## config.mk

```make
export PLATFORM = sky130hd
export DESIGN_NAME = cbs_bus_ctrl
export DESIGN_NICKNAME = d
export VERILOG_FILES = /design/src/pkg/cbs_pkg.sv /design/src/cbs_bus_ctrl.sv /design/src/cbs_ovf_sync.sv
export VERILOG_INCLUDE_DIRS = /design/src /design/src/pkg
export SDC_FILE = /design/constraint.sdc
export NUM_CORES = 1
export LEC_CHECK = 0
export BUFFER_PORTS_ARGS = -buffer_cell sky130_fd_sc_hd__buf_2
export CAP_MARGIN = 20
export CORE_UTILIZATION = 55
export DETAILED_ROUTE_END_ITERATION = 16
export GPL_TIMING_DRIVEN = 0
export HOLD_SLACK_MARGIN = 0.08
export PLACE_DENSITY = 0.87
export SYNTH_ARGS = -nofsm -noshare
export SYNTH_HDL_FRONTEND = slang
export SYNTH_SLANG_ARGS = --single-unit
```

## constraint.sdc

```tcl
create_clock -name clk -period 4.7 [get_ports clk]
set_clock_uncertainty 0.1 [all_clocks]
set_input_delay 1.41 -clock clk [delete_from_list [all_inputs] [get_ports clk]]
set_output_delay 1.41 -clock clk [all_outputs]
set_load 0.01 [all_outputs]
```

## src/pkg/cbs_consts.svh

```systemverilog
`ifndef CBS_CONSTS_SVH
`define CBS_CONSTS_SVH
// reset vector byte addresses
`define CBS_RST_VEC_LO 24'h00fffc
`define CBS_RST_VEC_HI 24'h00fffd
// status flag position
`define CBS_OVF_BIT 6
`define CBS_STATUS_RESET 8'h34
// start sequence: internal cycles then stack cycles before vector pull
`define CBS_INT_CYCLES 2
`define CBS_STACK_CYCLES 3
`define CBS_STACK_BASE 24'h0001ff
`endif

```

## src/pkg/cbs_pkg.sv

```systemverilog
package cbs_pkg;
  // bus cycle class, encoded {data_address_valid, program_address_valid}
  typedef enum logic [1:0] {
    CBS_CYC_INTERNAL = 2'b00,
    CBS_CYC_PROGRAM = 2'b01,
    CBS_CYC_DATA = 2'b10,
    CBS_CYC_OPCODE = 2'b11
  } cbs_cycle_t;

  typedef enum logic [2:0] {
    CBS_ST_IDLE,
    CBS_ST_INTERNAL,
    CBS_ST_STACK,
    CBS_ST_VEC_LO,
    CBS_ST_VEC_HI,
    CBS_ST_FETCH,
    CBS_ST_EXEC
  } cbs_state_t;
endpackage : cbs_pkg

```

## src/cbs_bus_ctrl.sv

```systemverilog
// Contract
// - reset release starts interrupt-style start sequence
// - read_not_write stays high during stack cycles
// - start vector fetched from 00fffc and 00fffd
// - overflow_set_input falling edge sets status bit 6
// - opcode_fetch_indicator high only in opcode fetches
// - ready low stalls the processor, enabling stepping
// - both valid lines low means internal cycle
// - program address cycle drives code 01
// - data address cycle drives code 10
// - opcode fetch cycle drives code 11
// - vector_pull_indicator low during last two sequence cycles
`timescale 1ns/1ps
`include "cbs_consts.svh"

module cbs_bus_ctrl #(
  parameter int ADDR_W = 24,
  parameter int DATA_W = 8
) (
  input wire logic clk,
  input wire logic rst,
  input wire logic ready,
  input wire logic overflow_set_input,
  input wire logic [DATA_W-1:0] data_in,
  input wire logic exec_done,
  input wire logic exec_is_data,
  input wire logic exec_is_write,
  input wire logic [ADDR_W-1:0] exec_addr,
  output logic [ADDR_W-1:0] addr,
  output logic read_not_write,
  output logic data_address_valid,
  output logic program_address_valid,
  output logic opcode_fetch_indicator,
  output logic vector_pull_indicator_n,
  output logic [15:0] program_counter,
  output logic [7:0] opcode,
  output logic [7:0] processor_status
);
  cbs_pkg::cbs_state_t st_q, st_d;
  logic [1:0] cnt_q, cnt_d;
  logic [15:0] pc_q, pc_d;
  logic [7:0] op_q, op_d;
  logic [7:0] vlo_q, vlo_d;
  logic [7:0] p_q, p_d;
  logic [ADDR_W-1:0] addr_q, addr_d;
  logic rnw_q, rnw_d;
  cbs_pkg::cbs_cycle_t cyc_q, cyc_d;
  logic sync_q, sync_d;
  logic vp_n_q, vp_n_d;
  logic ovf_fall;

  // the pin edge reaches the flag four edges after it falls: two sync
  // stages, the compare flop, then the status register itself
  cbs_ovf_sync u_ovf (
    .clk(clk),
    .rst(rst),
    .pin_in(overflow_set_input),
    .fall_pulse(ovf_fall)
  );

  // next cycle selection; ready low freezes all sequencing state
  always_comb begin
    st_d = st_q;
    cnt_d = cnt_q;
    pc_d = pc_q;
    op_d = op_q;
    vlo_d = vlo_q;
    // a stall also holds the counter, so a stack walk resumes in place
    if (ready) begin
      unique case (st_q)
        cbs_pkg::CBS_ST_IDLE: begin
          st_d = cbs_pkg::CBS_ST_INTERNAL;
          cnt_d = 2'(`CBS_INT_CYCLES - 1);
        end
        cbs_pkg::CBS_ST_INTERNAL: begin
          if (cnt_q == 2'h0) begin
            st_d = cbs_pkg::CBS_ST_STACK;
            cnt_d = 2'(`CBS_STACK_CYCLES - 1);
          end else begin
            cnt_d = cnt_q - 2'h1;
          end
        end
        cbs_pkg::CBS_ST_STACK: begin
          if (cnt_q == 2'h0) begin
            st_d = cbs_pkg::CBS_ST_VEC_LO;
          end else begin
            cnt_d = cnt_q - 2'h1;
          end
        end
        cbs_pkg::CBS_ST_VEC_LO: begin
          vlo_d = data_in;
          st_d = cbs_pkg::CBS_ST_VEC_HI;
        end
        cbs_pkg::CBS_ST_VEC_HI: begin
          pc_d = {data_in, vlo_q};
          st_d = cbs_pkg::CBS_ST_FETCH;
        end
        cbs_pkg::CBS_ST_FETCH: begin
          op_d = data_in;
          pc_d = pc_q + 16'h0001;
          st_d = cbs_pkg::CBS_ST_EXEC;
        end
        cbs_pkg::CBS_ST_EXEC: begin
          // stand-in execution: bus cycles until done, then the next fetch
          if (exec_done) begin
            st_d = cbs_pkg::CBS_ST_FETCH;
          end
        end
      endcase
    end
  end

  // bus outputs for the cycle that begins at the next edge
  always_comb begin
    addr_d = addr_q;
    rnw_d = 1'b1;
    cyc_d = cbs_pkg::CBS_CYC_INTERNAL;
    vp_n_d = 1'b1;
    unique case (st_d)
      cbs_pkg::CBS_ST_IDLE, cbs_pkg::CBS_ST_INTERNAL: begin
        cyc_d = cbs_pkg::CBS_CYC_INTERNAL;
      end
      cbs_pkg::CBS_ST_STACK: begin
        // stack cycles are dummy reads so memory is never corrupted
        // the walk goes downwards from the stack top, as pushes would
        addr_d = `CBS_STACK_BASE - ADDR_W'(`CBS_STACK_CYCLES - 1) + ADDR_W'(cnt_d);
        rnw_d = 1'b1;
        cyc_d = cbs_pkg::CBS_CYC_DATA;
      end
      cbs_pkg::CBS_ST_VEC_LO: begin
        addr_d = `CBS_RST_VEC_LO;
        cyc_d = cbs_pkg::CBS_CYC_DATA;
        vp_n_d = 1'b0;
      end
      cbs_pkg::CBS_ST_VEC_HI: begin
        addr_d = `CBS_RST_VEC_HI;
        cyc_d = cbs_pkg::CBS_CYC_DATA;
        vp_n_d = 1'b0;
      end
      cbs_pkg::CBS_ST_FETCH: begin
        addr_d = ADDR_W'(pc_d);
        cyc_d = cbs_pkg::CBS_CYC_OPCODE;
      end
      cbs_pkg::CBS_ST_EXEC: begin
        if (exec_is_data) begin
          addr_d = exec_addr;
          rnw_d = ~exec_is_write;
          cyc_d = cbs_pkg::CBS_CYC_DATA;
        end else begin
          addr_d = ADDR_W'(pc_d);
          cyc_d = cbs_pkg::CBS_CYC_PROGRAM;
        end
      end
    endcase
    // the fetch indicator follows the cycle code, so the two cannot disagree
    sync_d = (cyc_d == cbs_pkg::CBS_CYC_OPCODE);
  end

  // status register: edge sets overflow regardless of stall
  // nothing here clears the flag; clearing belongs to the instruction logic
  always_comb begin
    p_d = p_q;
    if (ovf_fall) begin
      p_d[`CBS_OVF_BIT] = 1'b1;
    end
  end

  // sequencing state; reset loads constants only
  always_ff @(posedge clk or posedge rst) begin
    if (rst) begin
      st_q <= cbs_pkg::CBS_ST_IDLE;
      cnt_q <= 2'h0;
      pc_q <= 16'h0000;
      op_q <= 8'h00;
      vlo_q <= 8'h00;
    end else begin
      st_q <= st_d;
      cnt_q <= cnt_d;
      pc_q <= pc_d;
      op_q <= op_d;
      vlo_q <= vlo_d;
    end
  end

  // bus pins; reset leaves an idle read with no vector pull
  always_ff @(posedge clk or posedge rst) begin
    if (rst) begin
      addr_q <= '0;
      rnw_q <= 1'b1;
      cyc_q <= cbs_pkg::CBS_CYC_INTERNAL;
      sync_q <= 1'b0;
      vp_n_q <= 1'b1;
    end else begin
      addr_q <= addr_d;
      rnw_q <= rnw_d;
      cyc_q <= cyc_d;
      sync_q <= sync_d;
      vp_n_q <= vp_n_d;
    end
  end

  // status register
  always_ff @(posedge clk or posedge rst) begin
    if (rst) begin
      p_q <= `CBS_STATUS_RESET;
    end else begin
      p_q <= p_d;
    end
  end

  // outputs straight from flops; the cycle code is split over its two pins
  assign addr = addr_q;
  assign read_not_write = rnw_q;
  assign data_address_valid = cyc_q[1];
  assign program_address_valid = cyc_q[0];
  assign opcode_fetch_indicator = sync_q;
  assign vector_pull_indicator_n = vp_n_q;
  assign program_counter = pc_q;
  assign opcode = op_q;
  assign processor_status = p_q;
endmodule : cbs_bus_ctrl

```

## src/cbs_ovf_sync.sv

```systemverilog
`timescale 1ns/1ps
`include "cbs_consts.svh"

// synchroniser plus falling-edge detector for the overflow set pin
module cbs_ovf_sync (
  input wire logic clk,
  input wire logic rst,
  input wire logic pin_in,
  output logic fall_pulse
);
  logic s1_q, s1_d;
  logic s2_q, s2_d;
  logic s3_q, s3_d;
  logic fall_q, fall_d;

  // only s2 and s3 are compared; s1 feeds s2 alone to limit metastability
  always_comb begin
    s1_d = pin_in;
    s2_d = s1_q;
    s3_d = s2_q;
    fall_d = s3_q & ~s2_q;
  end

  // idle level of the pin is high, so reset to ones to avoid a false edge
  always_ff @(posedge clk or posedge rst) begin
    if (rst) begin
      s1_q <= 1'b1;
      s2_q <= 1'b1;
      s3_q <= 1'b1;
      fall_q <= 1'b0;
    end else begin
      s1_q <= s1_d;
      s2_q <= s2_d;
      s3_q <= s3_d;
      fall_q <= fall_d;
    end
  end

  assign fall_pulse = fall_q;
endmodule : cbs_ovf_sync

```

* Word level (Yosys, flattened, before mapping)
Cells that the tools add are included.
Word-level totals: word-level logic and storage cells 61, flip-flop bits (word level) 71
Operators by class: bitwise gates (word level) 3, multiplexer cells 18, add/subtract/negate cells 3, eq/ne operators 13, reductions and logical operators 9
Operators by type and width (number):
- $pmux W24 S5 | 1
- $pmux W16 S2 | 1
- $mux W24 | 1
- $pmux W3 S7 | 1
- $eq A3 B3 Y1 const B | 6
- $add A16 B1 Y16 const B | 1
- $mux W16 | 1
- $eq A3 B2 Y1 const B | 4
- $mux W3 | 4
- $add A9 B2 Y10 const A | 1
- $mux W2 | 4
- $pmux W2 S4 | 1
- $eq A3 B1 Y1 const B | 2
- $logic_not A3 Y1 | 2
- $pmux W2 S3 | 1
- $reduce_bool A5 Y1 | 1
- $reduce_and A2 Y1 | 2
- $reduce_or A2 Y1 | 2
- $mux W1 | 3
- $reduce_or A3 Y1 | 1
- $eq A2 B2 Y1 const B | 1
- $logic_not A2 Y1 | 1
- $not A1 Y1 | 2
- $sub A2 B1 Y2 const B | 1
- $and A1 B1 Y1 | 1

* Longest topological paths before layout
Gate-level depths: netlist of run 1.
depth in word-level cells 8, gate-level depth with buffers 10, depth with buffers taken out 9

* By module
A second synthesis of run 1 with hierarchy kept.
Second synthesis, totals: cells, all modules 378, area total of the unflattened synthesis 3851.2 µm²
Modules (own cells, without submodules):
- cbs_bus_ctrl | times used 1, sequential area each 1679.1 µm², cells an instance 372, area each 3729.8 µm²
- cbs_ovf_sync | times used 1, sequential area each 103.8 µm², cells an instance 6, area each 121.4 µm²

* Least setup slack after synthesis of run 1
OpenSTA, ideal clock, no wires.
path type input port to flip-flop, start point in ready, end point reg addr_q[9], in the netlist addr[9], setup slack 1.693 ns, stages 9, buffers on the path 1, setup time 0.121 ns, data required time 4.479 ns, arrival 2.786 ns, cell sequence buf_4 -> nand2b_1 -> nor3_1 -> a21oi_1 -> o221ai_1 -> ha_1 -> nor4_4 -> nor2_4 -> a22o_1
Between the ends: word-level cells in the longest chain between the ends 3, elaborated cells between the ends (all ways) 12
RTL lines:
- from (decl) | RTL line cbs_bus_ctrl.sv:22 | input wire logic ready,
- $mux W2 | RTL line cbs_bus_ctrl.sv:69 | if (ready) begin
- via cnt_d[1] | RTL line cbs_bus_ctrl.sv:40 | logic [1:0] cnt_q, cnt_d;
- $add A9 B2 Y10 (no line)
- $pmux W24 S5 | RTL line cbs_bus_ctrl.sv:119 | unique case (st_d)
- to (signal assigned) | RTL line cbs_bus_ctrl.sv:194 | addr_q <= addr_d;
- to (decl) | RTL line cbs_bus_ctrl.sv:45 | logic [ADDR_W-1:0] addr_q, addr_d;
The timed path passes the listed nets, and every way through them passes these cells. A chain may end at the register's enable or synchronous reset.

* Worst setup path after layout of run 1
Ends and elaborated chain as after synthesis.

==> impl_metrics.tcl, run 1 <==
set metrics [dict create \
    cap_violations 0 \
    core-area_mm2 0.00676 \
    port_buffers 90 \
    synth_seq_cells 71 \
    synth_top_area_share_pct 43.0 \
    fin_crit_ns 2.91 \
    setup_tns_ns 0 \
    cts_setup_buffers 0 \
    hold_violations 0 \
    fmax_mhz 343 \
    power_density_mw_per_mm2 731 \
    clk_latency_ns 0.35 \
    grt_max_degree 72 \
    cts_hold_buffers 0 \
    synth_top_family_by_area "compound AO/OA/AOI/OAI gates" \
    regArea_mm2 0.00178 \
    wl_per_cell_um 18.0 \
    crit_arrival_ns 3.05 \
    vias 3558 \
    synth-main-ff-cell "dfrtp_1" \
    synth-edff-count 0 \
    grt_pass1_wl_um 16300 \
    required_ns 4.84 \
    synth.distinct_cells 73 \
    multi_input_area_mm2 0.00182 \
    layoutNonFillerInstCount 568 \
    slew_viol_final 0 \
    max_slew_margin_pct 44.2 \
    drt-vias-per-instance 6.26 \
    htree_num_levels 3 \
    drt_pre_antenna_iters 6 \
    wl_um 10200 \
    rsz0062_at_grt "no" \
    clk_pin_slew_ns 0.08 \
    ioPinCount 100 \
    post-route-period-util_pct 62.0 \
    worst-setup-path-type "input pin to flip-flop" \
    hpwl_um 7370 \
    n_antenna_cell 0 \
    drt_iter0_drc 334 \
    synth_compound_area_share_pct 22.1 \
    min-delay-path-class "flip-flop to flip-flop" \
    synth-simple-area-share_pct 18.8 \
    postPlaceCellArea_mm2 0.00441 \
    setup_viol 0 \
    ant_nets 0 \
    async_flop_share_pct 100 \
    clockBufferDepth 2 \
    avgSynthCellArea_um2 10.2 \
    syn_area_mm2 0.00384 \
    antenna_found_initial 0 \
    fillers 534 \
    netlist_instances 377 \
    startpoint_type "input pin" \
    end_kind "flip-flop" \
    status "completed" \
    tightest_slew_ns 0.837 \
    die_area_mm2 0.00732 \
    fin_area_mm2 0.00462 \
    place_inst 552 \
    num_rows 30 \
    irDropWorstVdd_mv 0.376 \
    drive_gt1_share_pct 34.2 \
    synth-xor-area-share_pct 1.11 \
    die-height_um 85.6 \
    dieWidth_um 85.6 \
    cts_root_buf "clkbuf_8" \
    grt-ovfl-total 0 \
    cts_tree "built" \
    yosys-top-cells-area "dfrtp_1 43%, nand2_1 4.4%, dfstp_2 3.4%, a21oi_1 2.3%, buf_4 2.3%" \
    synth_seq_area_share_pct 46.4 \
    cts_resized 0 \
    synthAdderAreaFrac_pct 1.63 \
    grt_use_total_pct 29.1 \
    yosysWarningCount 0 \
    drc 0 \
    layout.nets 527 \
    cts_buffers 9 \
    synth_top_cell_by_area "dfrtp_1" \
    place.gp.congestion 0.933 \
    area_growth_pct 20.2 \
    synthMuxAreaShare_pct 3.13 \
    cts.sinks 71 \
    cp_max_fo 10 \
    initial_core_util_pct 56.8 \
    leakagePower_nw 2.24 \
    grt_pass1_vias 3264 \
]
-- worst max-delay path, cell delays in order --
cell      delay (ns)
buf_4           0.14
inv_1           0.09
nor2_1          0.24
o221ai_1        0.18
ha_1            0.27
nor4_4          0.41
nor2_4          0.09
a22o_1          0.21
-- power breakdown --
part	switching, W	total, W	internal (W)
clock	0.000253	0.000516	0.000262
combinational	0.00101	0.00174	0.000728
sequential	0.000240	0.00112	0.000879
-- cells in the final DEF, fill, tap and decap left out, drive strengths merged, types with 4 or more instances in the layout --
cell type and n:
clkbuf 10, a22o 10, o21ai 17, mux2 8
conb 7, a21oi 19, and3 5, o311ai 4
o22ai 7, nor2 19, a221oi 8, ha 5
a221o 4, inv 19, dfstp 5, nand3 14
buf 117, nand2b 4, a211oi 6, o211ai 4
nor3 5, a21o 5, or2 6, dfrtp 66
nand4 4, nor2b 5, nand2 45, nor4 4
-- cells by family after synthesis --
group	after synthesis
and+or+nand+nor	127
AOI/OAI and AO/OA	113
DFF	71
buffers and inverters	44
muxes	11
adders and majority gates	5
xor gates and xnor gates	4
other	2
-- final timing paths --
path | endpoint | from | slack (ns) | depth (start not counted)
worst min register to register | u_ovf.s2_q$_DFF_PP1_ | u_ovf.s1_q$_DFF_PP1_ | 0.26 | 0
max in group asynchronous | addr[9]$_DFFE_PP0P_ | rst | 2.83 | 2
worst max register to register | addr[9]$_DFFE_PP0P_ | st_q[1]$_DFF_PP0_ | 2.01 | 10
worst min-delay path | u_ovf.s2_q$_DFF_PP1_ | u_ovf.s1_q$_DFF_PP1_ | 0.26 | 0
min in group asynchronous | processor_status[6]$_DFFE_PP0P_ | rst | 1.13 | 2
worst max-delay path | addr[9]$_DFFE_PP0P_ | ready | 1.79 | 8
-- through the flow --
stage | utilization (%) | setup slack, ns | hold slack, ns | power [W]
finish | 68.3 | 1.79 | 0.260 | 0.00337
global route | 68.3 | 1.66 | 0.263 | 0.00359
CTS | 68.3 | 1.78 | 0.262 | 0.00334
detailed placement | 65.3 | 1.41 | 0.250 | 0.00283
global placement | 65.3 | 0.650 | 0.247 | 0.00276
floorplan | - | 1.40 | 0.245 | 0.00227
-- per-layer routing --
layer | part of all wire [%] | track usage [%]
met1 | 39 | 39.1
met2 | 47 | 45.5
met3 | 11 | 5.77
met4 | 3.5 | 13.8
met5 | 0 | 0
-- cells in the mapped netlist (9+ instances only) --
| library cell | n |
|---|---|
| o21ai_0 | 9 |
| a22o_1 | 10 |
| nand3_1 | 13 |
| buf_4 | 12 |
| dfrtp_1 | 66 |
| inv_1 | 14 |
| buf_2 | 10 |
| nand2_1 | 45 |
| a21oi_1 | 18 |
| nor2_1 | 18 |
-- state kept, by name, indices dropped and copies added, names as in the netlist --
register and cells:
u_ovf.s2_q 1, opcode_fetch_indicator 1, program_counter 16, opcode 8, u_ovf.fall_pulse 1, cyc_q 2, read_not_write 1, cnt_q 2
st_q 3, addr 24, u_ovf.s3_q 1, processor_status 1, u_ovf.s1_q 1, vector_pull_indicator_n 1, vlo_q 8
-- layout make-up --
| cell class | instances | area share, % |
|---|---|---|
| clock buffer | 10 | 2.98 |
| timing repair buffer | 90 | 9.76 |
| inverter | 17 | 1.44 |
| multi-input combinational | 267 | 39.5 |
| buffer | 27 | 4.09 |
| clock inverter | 6 | 1.46 |
| sequential | 71 | 38.6 |
| tap | 80 | 2.17 |
No activity file was read; power rests on OpenSTA's default activity.
==> run 2: changes to the inputs <==
- ABC_AREA: not set -> 1
- CORE_UTILIZATION: 55 -> 48
- PLACE_DENSITY: 0.87 -> 0.81
- clock period: 4.7 -> 2.6 ns (I/O delays scaled with it)
==> run 2 against run 1 <==
  * Non-clock buffer count decreased by 5
  * Critical path type unchanged
  * Combinational power increased by 86%
  * Die area increased by 13%
==> impl_metrics.tcl, run 2 <==
set metrics [dict create \
    grt_max_degree 39 \
    initial_core_util_pct 49.5 \
    worst-setup-path-type "input pin to flip-flop" \
    synth_top_cell_by_area "dfrtp_1" \
    cts_hold_buffers 0 \
    n_antenna_cell 0 \
    cts_root_buf "clkbuf_8" \
    leakagePower_nw 2.51 \
    internal_power_w 0.00309 \
    synth.most_common_cell "nand2_1" \
    tightest_slew_ns 0.835 \
    r2r_end "addr[2]$_DFFE_PP0P_" \
    cts.sinks 71 \
    rsz0062_at_grt "no" \
    power_density_mw_per_mm2 1300 \
    required_ns 2.74 \
    area_growth_pct 21.0 \
    netlist_instances 486 \
    hpwl_um 7450 \
    synth_top_area_share_pct 43.4 \
    rr_worst_depth 9 \
    port_buffers 91 \
    drt_pre_antenna_iters 5 \
    crit_arrival_ns 2.34 \
    synth-xor-area-share_pct 0 \
    p_sw_share_pct 48.1 \
    startpoint_type "input pin" \
    fmax_mhz 453 \
    synth-simple-area-share_pct 29.5 \
    slew_viol_final 0 \
    cts_buffers 9 \
    wl_per_cell_um 14.0 \
    startpoint "ready" \
    yosys-top-cells-area "dfrtp_1 43%, nand2_1 13%, nand3_1 6.7%, inv_1 5.4%, o21ai_0 4.6%" \
    clk_latency_ns 0.35 \
    place.gp.congestion 0.901 \
    place_inst 685 \
    synth_seq_area_share_pct 46.9 \
    crit_chain "buf_2, nand3_1, inv_2, clkbuf_1, nand3_1, o21ai_0, nor2_1, nor2_1, nand2_1" \
    synth-main-ff-cell "dfrtp_1" \
    layout_common_cells "136 x nand2_1, 94 x buf_2, 66 x dfrtp_1, 54 x inv_1, 51 x nand3_1" \
    regToRegSetupSlack_ns 0.41 \
    syn_area_mm2 0.00380 \
    drive_gt1_share_pct 27.0 \
    synthMuxAreaShare_pct 0.263 \
    die_area_mm2 0.00828 \
    grt_pass1_vias 3497 \
    drt-vias-per-instance 5.27 \
    setup_viol 0 \
    seq_power_share_pct 32.6 \
    hold_violations 0 \
    hold_depth 0 \
    synth_compound_area_share_pct 11.4 \
    grt_use_total_pct 24.9 \
    synthAdderAreaFrac_pct 1.64 \
    synth.distinct_cells 35 \
    synth_seq_cells 71 \
    drt_iter0_drc 288 \
    yosysWarningCount 0 \
    end_kind "flip-flop" \
    dieWidth_um 91.0 \
    hold_start "u_ovf.s1_q$_DFF_PP1_" \
    pwr-share-comb_pct 54.2 \
    ioPinCount 100 \
    async_flop_share_pct 100 \
    clkPwrFrac_pct 13.2 \
    largest_reg_flops 24 \
    min-delay-path-class "flip-flop to flip-flop" \
    setup_tns_ns 0 \
    avgSynthCellArea_um2 7.83 \
    vias 3695 \
    irDropWorstVdd_mv 0.662 \
    final_common_cell "nand2_1" \
    status "completed" \
    synth_top_family_by_area "simple AND/OR/NAND/NOR gates" \
    crit_slowest_cell "clkbuf_1" \
    switching_power_w 0.00287 \
    synth-edff-count 0 \
    num_rows 32 \
    clk_pin_slew_ns 0.08 \
    drc 0 \
    layoutNonFillerInstCount 701 \
    cp_max_fo 10 \
    max_slew_margin_pct 44.2 \
    clockBufferDepth 2 \
    cts_resized 0 \
    cp.buffers_inverters 3 \
    fillers 726 \
    cts_setup_buffers 0 \
    fin_crit_ns 2.21 \
    ant_nets 0 \
    die-height_um 91.0 \
    cpPeakStageDelay_ns 0.35 \
    post-route-period-util_pct 85.0 \
    crit_family "buffers and inverters" \
    htree_num_levels 3 \
    antenna_found_initial 0 \
    r2r_start "st_q[1]$_DFF_PP0_" \
    grt_pass1_wl_um 16500 \
    synth_commonest_cells "136 x nand2_1, 66 x dfrtp_1, 55 x inv_1, 51 x nand3_1, 35 x o21ai_0" \
    wl_um 9810 \
    cts_tree "built" \
    dp_slack_ns 0.0576 \
    core-area_mm2 0.00769 \
    layout.nets 638 \
    grt-ovfl-total 0 \
    setup_ws_ns 0.390 \
    min_to "u_ovf.s2_q$_DFF_PP1_" \
    cap_violations 0 \
]
run 2: per-stage QoR:
| stage | utilization (%) | power (W) | area (um^2) | hold slack [ns] |
|---|---|---|---|---|
| after global routing | 59.8 | 0.00648 | 4600 | 0.265 |
| after CTS | 59.8 | 0.00595 | 4600 | 0.260 |
| after detailed placement | 57.6 | 0.00514 | 4430 | 0.247 |
| final | 59.8 | 0.00596 | 4600 | 0.259 |
| after global placement | 57.4 | 0.00502 | 4410 | 0.246 |
| after floorplan | - | 0.00413 | 3830 | 0.245 |
run 2: kinds of logic after synthesis:
| kind of cell | Yosys count |
|---|---|
| AND/OR/NAND/NOR | 248 |
| other | 2 |
| flip-flops | 71 |
| buffers and inverters | 86 |
| adder cells (fa/ha/maj) | 5 |
| multiplexers | 1 |
| AO/OA/AOI/OAI | 73 |
run 2: area by class of cell:
| type | instances | area [um^2] | area share (%) |
|---|---|---|---|
| clock buffer | 9 | 124 | 2.69 |
| buffer | 20 | 135 | 2.94 |
| clock inverter | 7 | 47.5 | 1.03 |
| sequential | 71 | 1780 | 38.8 |
| inverter | 66 | 251 | 5.47 |
| timing repair buffer | 92 | 475 | 10.3 |
| multi-input combinational | 334 | 1660 | 36.0 |
| tap | 102 | 128 | 2.77 |
run 2: metal layers:
metal	part of all wire (%)	track usage, %	vias up
li1	-	-	1775
met1	44	32.7	1773
met2	49	41.6	131
met3	5.1	4.61	16
met4	1.8	8.20	0
met5	0	0	-
run 2: worst max-delay path by stage:
| stage | to | slack [ns] | cells after the start |
|---|---|---|---|
| after global placement | addr[2]$_DFFE_PP0P_ | 0.10 | 9 |
| after floorplan | addr[6]$_DFFE_PP0P_ | 0.43 | 9 |
| final | addr[2]$_DFFE_PP0P_ | 0.39 | 9 |
| after CTS | addr[2]$_DFFE_PP0P_ | 0.41 | 9 |
| after detailed placement | addr[2]$_DFFE_PP0P_ | 0.06 | 9 |
| after global routing | addr[2]$_DFFE_PP0P_ | 0.23 | 9 |
run 2: worst register-to-register path, stage by stage (launching register included):
cell and delay (ns):
dfrtp_1 0.46, inv_2 0.15, nand3_1 0.19, inv_2 0.20, clkbuf_1 0.36, nand3_1 0.13
o21ai_0 0.17, nor2_1 0.10, nor2_1 0.14, nand2_1 0.08
run 2: power groups by stage:
stage          registers (W)  clock network, W  logic [W]
6_report             0.00194          0.000789    0.00323
5_1_grt              0.00200          0.000843    0.00364
4_1_cts              0.00194          0.000795    0.00322
3_5_place_dp         0.00195                 0    0.00319
3_3_place_gp         0.00193                 0    0.00309
2_1_floorplan        0.00207                 0    0.00206
